==> config.mk <==
export PLATFORM = sky130hd
export DESIGN_NAME = pcg_top
export DESIGN_NICKNAME = d
export VERILOG_FILES = /design/src/include/pcg_pkg.sv /design/src/logic/pcg_top.sv
export VERILOG_INCLUDE_DIRS = /design/src /design/src/include
export SDC_FILE = /design/constraint.sdc
export NUM_CORES = 1
export LEC_CHECK = 0
export CAP_MARGIN = 20
export CORE_MARGIN = 3
export CORE_UTILIZATION = 40
export CTS_CLUSTER_SIZE = 14
export DETAILED_ROUTE_END_ITERATION = 6
export DONT_BUFFER_PORTS = 1
export GPL_ROUTABILITY_DRIVEN = 0
export SYNTH_ARGS = -nofsm -noshare
export SYNTH_HDL_FRONTEND = slang
export SYNTH_SLANG_ARGS = --single-unit
export TNS_END_PERCENT = 1
==> constraint.sdc <==
create_clock -name clk_i -period 1.7 [get_ports clk_i]
set_input_delay 0.085 -clock clk_i [delete_from_list [all_inputs] [get_ports clk_i]]
set_output_delay 0.085 -clock clk_i [all_outputs]
set_load 0.02 [all_outputs]
==> src/include/pcg_cfg.svh <==
// Offsets, field positions, reset values and unit indices of the clock gating block.
`ifndef PCG_CFG_SVH
`define PCG_CFG_SVH

// ----------------------------------------------------------------
// Register byte offsets
// ----------------------------------------------------------------
`define PCG_ADDR_W 12
`define PCG_OFS_RUN_CFG 12'h060
`define PCG_OFS_RUN_FIRST 12'h100
`define PCG_OFS_RUN_SECOND 12'h108
`define PCG_OFS_SLP_FIRST 12'h110
`define PCG_OFS_SLP_SECOND 12'h118
`define PCG_OFS_DSL_FIRST 12'h124
`define PCG_OFS_DSL_SECOND 12'h128
`define PCG_OFS_IRQ_STAT 12'h150
`define PCG_OFS_IRQ_EN 12'h154
`define PCG_OFS_IRQ_CLR 12'h158
`define PCG_OFS_GATE_STAT 12'h15c

// ----------------------------------------------------------------
// Field layouts and reset values
// ----------------------------------------------------------------
`define PCG_SECOND_MASK 32'h5000007f
`define PCG_FIRST_MASK 32'h00001013
`define PCG_CFG_MASK 32'h00000001
`define PCG_ACG_BIT 0
`define PCG_GATE_RST 32'h00000000
`define PCG_SEC_PHY_BIT 30
`define PCG_SEC_MAC_BIT 28
`define PCG_FST_TWI_BIT 12
`define PCG_FST_SSI_BIT 4
`define PCG_FST_AS1_BIT 1
`define PCG_FST_AS0_BIT 0
`define PCG_IRQ_FAULT_BIT 0
`define PCG_IRQ_MODE_BIT 1
`define PCG_IRQ_W 2

// ----------------------------------------------------------------
// Gated unit indices: ports A..G are 0..6
// ----------------------------------------------------------------
`define PCG_UNITS 13
`define PCG_U_MAC 7
`define PCG_U_PHY 8
`define PCG_U_AS0 9
`define PCG_U_AS1 10
`define PCG_U_SSI 11
`define PCG_U_TWI 12

`endif

==> src/include/pcg_pkg.sv <==
// Types shared by the clock gating block and its bench.
`default_nettype none
package pcg_pkg;

    // Power state of the core, Gray coded along run, sleep, deep-sleep.
    typedef enum logic [1:0] {
        PCG_MODE_RUN = 2'h0,
        PCG_MODE_SLEEP = 2'h1,
        PCG_MODE_DEEP = 2'h3
    } pcg_mode_e;

    typedef logic [31:0] pcg_word_t;

endpackage
`default_nettype wire

==> src/logic/pcg_top.sv <==
// Peripheral clock gating block with register port, fault detection and interrupt.
//
// Overview of operation
// - Each gate bit at 1 clocks and enables its unit, at 0 stops the clock and holds it disabled.
// - An access to a unit whose gate leaves it unclocked is answered with a bus fault.
// - After reset every gate bit is 0 and the run-mode second gate register reads 0.
// - Bit 30 of the run-mode second gate register gates the Ethernet PHY unit.
// - Bit 28 of the run-mode second gate register gates the Ethernet MAC unit.
// - Bits 6 to 0 of the run-mode second gate register gate ports G down to A.
// - Reserved bits are read-only and read as 0.
// - Bit 12 of the deep-sleep first gate register gates two-wire unit 0 in deep-sleep.
// - Bit 4 of the deep-sleep first gate register gates sync serial unit 0 in deep-sleep.
// - Bits 1 and 0 of the deep-sleep first gate register gate async serial units 1 and 0.
// - Run, sleep and deep-sleep each apply their own independent set of gate bits.
// - Sleep and deep-sleep sets apply only while the automatic gating bit is set.
`include "pcg_cfg.svh"
`timescale 1ns/1ps
`default_nettype none

module pcg_top (
    input wire logic clk_i,
    input wire logic rst_b_i,
    input wire logic [`PCG_ADDR_W-1:0] addr_i,
    input wire pcg_pkg::pcg_word_t wdata_i,
    input wire logic wr_i,
    input wire logic rd_i,
    output pcg_pkg::pcg_word_t rdata_o,
    input wire pcg_pkg::pcg_mode_e power_mode_i,
    input wire logic [`PCG_UNITS-1:0] unit_sel_i,
    input wire logic unit_access_i,
    output logic bus_fault_o,
    output logic [`PCG_UNITS-1:0] unit_en_o,
    output logic [`PCG_UNITS-1:0] unit_clk_o,
    output logic irq_o
);
    import pcg_pkg::*;

    // ----------------------------------------------------------------
    // Gate vector builder
    // ----------------------------------------------------------------

    // Gathers the unit gate bits of a first and second register pair.
    function automatic logic [`PCG_UNITS-1:0] pcg_gates(input pcg_word_t first,
                                                        input pcg_word_t second);
        logic [`PCG_UNITS-1:0] g;
        g = '0;
        g[6:0] = second[6:0];
        g[`PCG_U_MAC] = second[`PCG_SEC_MAC_BIT];
        g[`PCG_U_PHY] = second[`PCG_SEC_PHY_BIT];
        g[`PCG_U_AS0] = first[`PCG_FST_AS0_BIT];
        g[`PCG_U_AS1] = first[`PCG_FST_AS1_BIT];
        g[`PCG_U_SSI] = first[`PCG_FST_SSI_BIT];
        g[`PCG_U_TWI] = first[`PCG_FST_TWI_BIT];
        return g;
    endfunction

    // ----------------------------------------------------------------
    // Registers
    // ----------------------------------------------------------------
    pcg_word_t run_clock_config_reg;
    pcg_word_t run_gate_ctrl_first_reg;
    pcg_word_t run_gate_ctrl_second_reg;
    pcg_word_t sleep_gate_ctrl_first_reg;
    pcg_word_t sleep_gate_ctrl_second_reg;
    pcg_word_t deep_sleep_gate_ctrl_first_reg;
    pcg_word_t deep_sleep_gate_ctrl_second_reg;
    logic [`PCG_IRQ_W-1:0] irq_stat_reg;
    logic [`PCG_IRQ_W-1:0] irq_stat_next;
    logic [`PCG_IRQ_W-1:0] irq_en_reg;
    logic [`PCG_UNITS-1:0] gate_en_reg;
    logic [`PCG_UNITS-1:0] gate_en_next;
    logic [`PCG_UNITS-1:0] gate_lat_reg;
    pcg_mode_e applied_mode_reg;
    pcg_mode_e applied_mode_next;
    pcg_word_t rdata_reg;
    pcg_word_t rdata_next;

    // ----------------------------------------------------------------
    // Address decode
    // ----------------------------------------------------------------

    // One strobe per writable register.
    wire wr_cfg = wr_i && (addr_i == `PCG_OFS_RUN_CFG);
    wire wr_run1 = wr_i && (addr_i == `PCG_OFS_RUN_FIRST);
    wire wr_run2 = wr_i && (addr_i == `PCG_OFS_RUN_SECOND);
    wire wr_slp1 = wr_i && (addr_i == `PCG_OFS_SLP_FIRST);
    wire wr_slp2 = wr_i && (addr_i == `PCG_OFS_SLP_SECOND);
    wire wr_dsl1 = wr_i && (addr_i == `PCG_OFS_DSL_FIRST);
    wire wr_dsl2 = wr_i && (addr_i == `PCG_OFS_DSL_SECOND);
    wire wr_ien = wr_i && (addr_i == `PCG_OFS_IRQ_EN);
    wire wr_iclr = wr_i && (addr_i == `PCG_OFS_IRQ_CLR);

    // Masked write data; reserved positions are never stored.
    // reserved bits dropped
    wire pcg_word_t wd_first = wdata_i & `PCG_FIRST_MASK;
    wire pcg_word_t wd_second = wdata_i & `PCG_SECOND_MASK;
    wire pcg_word_t wd_cfg = wdata_i & `PCG_CFG_MASK;

    // ----------------------------------------------------------------
    // Gate selection
    // ----------------------------------------------------------------

    // Automatic gating enable from the run clock configuration.
    wire auto_gating_select = run_clock_config_reg[`PCG_ACG_BIT];

    // Gate sets of each power state.
    // independent sets
    wire [`PCG_UNITS-1:0] run_gates = pcg_gates(run_gate_ctrl_first_reg,
                                                run_gate_ctrl_second_reg);
    wire [`PCG_UNITS-1:0] slp_gates = pcg_gates(sleep_gate_ctrl_first_reg,
                                                sleep_gate_ctrl_second_reg);
    wire [`PCG_UNITS-1:0] dsl_gates = pcg_gates(deep_sleep_gate_ctrl_first_reg,
                                                deep_sleep_gate_ctrl_second_reg);

    // Mode actually applied: the run set unless automatic gating is on.
    // auto gating qualifies
    always_comb begin
        applied_mode_next = PCG_MODE_RUN;
        if (auto_gating_select) begin
            applied_mode_next = power_mode_i;
        end
    end

    // Gate set of the applied mode.
    // per-state selection
    always_comb begin
        case (applied_mode_next)
            PCG_MODE_RUN: begin
                gate_en_next = run_gates;
            end
            PCG_MODE_SLEEP: begin
                gate_en_next = slp_gates;
            end
            PCG_MODE_DEEP: begin
                gate_en_next = dsl_gates;
            end
            default: begin
                gate_en_next = run_gates;
            end
        endcase
    end

    // ----------------------------------------------------------------
    // Register storage
    // ----------------------------------------------------------------

    // Clock configuration and run-mode gate registers.
    // all gates reset to zero
    always_ff @(posedge clk_i or negedge rst_b_i) begin
        if (!rst_b_i) begin
            run_clock_config_reg <= `PCG_GATE_RST;
            run_gate_ctrl_first_reg <= `PCG_GATE_RST;
            run_gate_ctrl_second_reg <= `PCG_GATE_RST;
        end else begin
            if (wr_cfg) begin
                run_clock_config_reg <= wd_cfg;
            end
            if (wr_run1) begin
                run_gate_ctrl_first_reg <= wd_first;
            end
            if (wr_run2) begin
                run_gate_ctrl_second_reg <= wd_second;
            end
        end
    end

    // Sleep and deep-sleep gate registers.
    // sleep sets reset to zero
    always_ff @(posedge clk_i or negedge rst_b_i) begin
        if (!rst_b_i) begin
            sleep_gate_ctrl_first_reg <= `PCG_GATE_RST;
            sleep_gate_ctrl_second_reg <= `PCG_GATE_RST;
            deep_sleep_gate_ctrl_first_reg <= `PCG_GATE_RST;
            deep_sleep_gate_ctrl_second_reg <= `PCG_GATE_RST;
        end else begin
            if (wr_slp1) begin
                sleep_gate_ctrl_first_reg <= wd_first;
            end
            if (wr_slp2) begin
                sleep_gate_ctrl_second_reg <= wd_second;
            end
            if (wr_dsl1) begin
                deep_sleep_gate_ctrl_first_reg <= wd_first;
            end
            if (wr_dsl2) begin
                deep_sleep_gate_ctrl_second_reg <= wd_second;
            end
        end
    end

    // ----------------------------------------------------------------
    // Gate enables and gated clocks
    // ----------------------------------------------------------------

    // Registered enables; a unit sees its new gate one edge after the write.
    // enable follows gate
    always_ff @(posedge clk_i or negedge rst_b_i) begin
        if (!rst_b_i) begin
            gate_en_reg <= '0;
            applied_mode_reg <= PCG_MODE_RUN;
        end else begin
            gate_en_reg <= gate_en_next;
            applied_mode_reg <= applied_mode_next;
        end
    end

    // Enables are re-timed on the falling edge while the clock is low, so the
    // AND below can only open or close during a low phase: no runt pulses.
    // glitch-free gating
    always_ff @(negedge clk_i or negedge rst_b_i) begin
        if (!rst_b_i) begin
            gate_lat_reg <= '0;
        end else begin
            gate_lat_reg <= gate_en_reg;
        end
    end

    // One gated clock per unit.
    // clock stopped when gated
    genvar u;
    generate
        for (u = 0; u < `PCG_UNITS; u = u + 1) begin : g_unit_clk
            assign unit_clk_o[u] = clk_i & gate_lat_reg[u];
        end
    endgenerate

    // Units are held disabled while their gate is off.
    // hold unit disabled
    assign unit_en_o = gate_en_reg;

    // ----------------------------------------------------------------
    // Bus fault detection
    // ----------------------------------------------------------------

    // Any selected unit without a clock turns the access into a fault.
    // fault on unclocked unit
    wire fault_hit = unit_access_i && |(unit_sel_i & ~gate_en_reg);
    assign bus_fault_o = fault_hit;

    // ----------------------------------------------------------------
    // Interrupt status
    // ----------------------------------------------------------------

    // Events of this cycle: a bus fault and a change of applied mode.
    wire [`PCG_IRQ_W-1:0] irq_event = {applied_mode_reg != applied_mode_next, fault_hit};

    // Sticky status; a new event wins over a clear in the same cycle.
    always_comb begin
        irq_stat_next = irq_stat_reg;
        if (wr_iclr) begin
            irq_stat_next = irq_stat_reg & ~wdata_i[`PCG_IRQ_W-1:0];
        end
        irq_stat_next = irq_stat_next | irq_event;
    end

    // Status and enable storage.
    always_ff @(posedge clk_i or negedge rst_b_i) begin
        if (!rst_b_i) begin
            irq_stat_reg <= '0;
            irq_en_reg <= '0;
        end else begin
            irq_stat_reg <= irq_stat_next;
            if (wr_ien) begin
                irq_en_reg <= wdata_i[`PCG_IRQ_W-1:0];
            end
        end
    end

    // Level interrupt while any enabled status bit is set.
    assign irq_o = |(irq_stat_reg & irq_en_reg);

    // ----------------------------------------------------------------
    // Read path
    // ----------------------------------------------------------------

    // Read data mux; unmapped and write-only offsets read as zero.
    // reserved bits read zero
    always_comb begin
        rdata_next = '0;
        if (rd_i) begin
            case (addr_i)
                `PCG_OFS_RUN_CFG: begin
                    rdata_next = run_clock_config_reg;
                end
                `PCG_OFS_RUN_FIRST: begin
                    rdata_next = run_gate_ctrl_first_reg;
                end
                `PCG_OFS_RUN_SECOND: begin
                    rdata_next = run_gate_ctrl_second_reg;
                end
                `PCG_OFS_SLP_FIRST: begin
                    rdata_next = sleep_gate_ctrl_first_reg;
                end
                `PCG_OFS_SLP_SECOND: begin
                    rdata_next = sleep_gate_ctrl_second_reg;
                end
                `PCG_OFS_DSL_FIRST: begin
                    rdata_next = deep_sleep_gate_ctrl_first_reg;
                end
                `PCG_OFS_DSL_SECOND: begin
                    rdata_next = deep_sleep_gate_ctrl_second_reg;
                end
                `PCG_OFS_IRQ_STAT: begin
                    rdata_next = {30'h0, irq_stat_reg};
                end
                `PCG_OFS_IRQ_EN: begin
                    rdata_next = {30'h0, irq_en_reg};
                end
                `PCG_OFS_GATE_STAT: begin
                    rdata_next = {17'h0, applied_mode_reg, gate_en_reg};
                end
                default: begin
                    rdata_next = '0;
                end
            endcase
        end
    end

    // Read data stand for exactly the cycle after the strobe.
    always_ff @(posedge clk_i or negedge rst_b_i) begin
        if (!rst_b_i) begin
            rdata_reg <= '0;
        end else begin
            rdata_reg <= rdata_next;
        end
    end

    assign rdata_o = rdata_reg;

endmodule // pcg_top
`default_nettype wire

==> results.toml <==
[setup_path]
path_max_fanout = 1
end_kind = "output pin"
worst_r2r_path_depth = 0
worstPathArrival_ns = 1.91
cp.depth = 1
crit_family = "flip-flops"
cp_slowest_stage_delay_ns = 0.42
slowest_stage = "dfrtn_1"
cp-startpoint = "gate_lat_reg[2]"
cp_num_buf_inv = 0
start_kind = "flip-flop"
r2r_slack_ns = 0.21
critPathKind = "flip-flop to output pin"
r2r_start = "unit_en_o[12]"
path_cells = "and2_4"
required_ns = 1.62

[clock_tree]
cts_tree = "built"
clk_pin_slew_ns = 0.09
clock_latency_ns = 0.46
postCtsHoldBufs = 23

[drt]
routed-wl-met3_um = 809
drtPass1Iterations = 5
drc = 0
post_drt_wl_per_cell_um = 18.39
dr.first_iter.drc_count = 206
route.met2.wl_um = 5014
drt_wl_total_um = 10540
detail-route-antenna-nets = 0
top_layer_used = "met5"
via_per_inst = 5.370
wl_met1_um = 4374
vias = 3077

[sta]
worst_pin_slew_ns = 0.9232
finalClockSkew_ns = 0.004747
slew_headroom_pct = 38.25
worst_slack_ns = -0.2984
whs_ns = -0.6950
drv_slew = 0
hold_viol = 76
setup_viol = 27
rsz0062_at_grt = "yes"

[power]
sw_frac_of_total_pct = 24.64
p_clk_share_pct = 48.6
pwr-share-seq_pct = 47.1
powerDensity_nw_per_um2 = 894.8
ir_drop_uv = 834.1
p_total_mw = 4.542
intPower_mw = 3.423
power_switching_mw = 1.119
pwr-share-comb_pct = 4.2
p_leak_nw = 2.389

[yosys]
ys_types = 45
yosys_warnings = 0
synth_area_um2 = 4125
syn-instance-count = 368
synth_seq_area_share_pct = 53.99
synth_seq_cells = 89
synth_ff_type = "dfrtp_1"
synth-edff-count = 0
syn_area_per_cell_um2 = 11.21
async_flop_share_pct = 100.0

[run_status]
outcome = "finished, violations left"
violations = "negative hold slack, negative setup slack"

[die]
io_pins = 124
fp-row-count = 36
die_h_um = 107.6
core_area_um2 = 9910
die_w_um = 107.6
dieArea_um2 = 11570
start_util_pct = 41.63

[grt]
first_global_vias = 3172
antenna_found_initial = 1
grt_pass1_wl_um = 16280
grt.total_usage_pct = 18.93
grt_max_degree = 90
grt_overflow = 0

[finish]
largest_reg_flops = 17
final-instance-count-excl-fill = 573
final_cell_mix = "76 x dfrtp_1, 41 x buf_4, 37 x mux2_2"
layout_commonest_cell = "dfrtp_1"
syn_to_final_growth_pct = 23.05
nNetsFinal = 496
drive_gt1_share_pct = 28.02

[place]
port_buffers = 0
post-place-cells = 523
dp_hpwl_um = 7349

[worst_hold_path]
hold_path.class = "input port to asynchronous set/reset pin"

[job]
maxCapViolations = 0
final cells by class:
class | instances | area [um2]
fill | 888 | 4833
tap | 133 | 166.4
clock inverter | 5 | 40.04
multi-input combinational | 244 | 1738
sequential | 89 | 2227
inverter | 16 | 60.06
timing repair buffer | 64 | 538.0
antenna | 1 | 2.502
clock buffer | 21 | 304.0
metrics by stage:
stage	TNS (ns)	hold WS [ns]	cell area (um2)	setup slack (ns)	util, %
floorplan	0	-0.2106	4178	0.07691	-
global placement	-0.1607	-0.2082	4443	-0.04832	44.84
detailed placement	-0.07850	-0.2078	4443	-0.03517	44.84
CTS	-3.625	-0.7091	5069	-0.3125	51.15
global route	-3.927	-0.7219	5074	-0.3283	51.20
finish	-3.497	-0.6950	5076	-0.2984	51.22
what timing repair did:
item	in CTS	in global routing
setup buffers	0	0
gates cloned	0	0
endpoints found under the setup margin	27	27
pin swaps	13	1
resized for setup	29	1
endpoints found under the hold margin	136	76
power by group through the flow:
stage               combinational [mW]  sequential [mW]  clock, mW
finish                           0.193             2.14       2.21
global route                     0.206             2.14       2.37
CTS                              0.191             2.14       2.28
detailed placement               0.127             2.18    0.00899
global placement                 0.126             2.18    0.00899
floorplan                        0.143             2.18     0.0475
path summary, 6_finish.rpt:
kind / to
setup / recovery: unit_clk_o[2]
hold / removal: rdata_o[8]
setup reg to reg: gate_lat_reg[12]
hold reg to reg: run_gate_ctrl_second_reg[0]
max in group asynchronous: gate_lat_reg[12]
min in group clk_i: applied_mode_reg[0]
cell usage after synthesis, types with 8 or more instances:
library cell	n	area [um2]
mux2i_1	16	160.2
inv_1	16	60.06
buf_4	19	142.6
dfrtp_1	76	1902
dfrtn_1	13	325.3
nor2_1	32	120.1
and2_1	17	106.4
mux2_2	37	416.7
nand3_1	8	40.04
o21ai_0	9	45.04
a21oi_1	20	100.1
nor3_1	8	40.04
nand2_1	23	86.33
cells by family (layout without fill, tap and decap cells):
| group | count (synthesis) | count (layout) | synth area share [%] |
|---|---|---|---|
| compound gates | 61 | 61 | 10.13 |
| flops | 89 | 89 | 53.99 |
| other cells | 1 | 16 | 0.09090 |
| buf+inv | 49 | 106 | 6.521 |
| xor+xnor | 2 | 2 | 0.4247 |
| simple gates | 113 | 113 | 14.86 |
| mux | 53 | 53 | 13.98 |
layer usage:
| metal | up-vias | GRT usage (%) |
|---|---|---|
| met5 | - | 0 |
| met4 | 2 | 11.99 |
| met3 | 32 | 5.699 |
| met2 | 137 | 28.64 |
| met1 | 1501 | 23.56 |
| li1 | 1405 | - |
(Power assumes the default switching activity.)
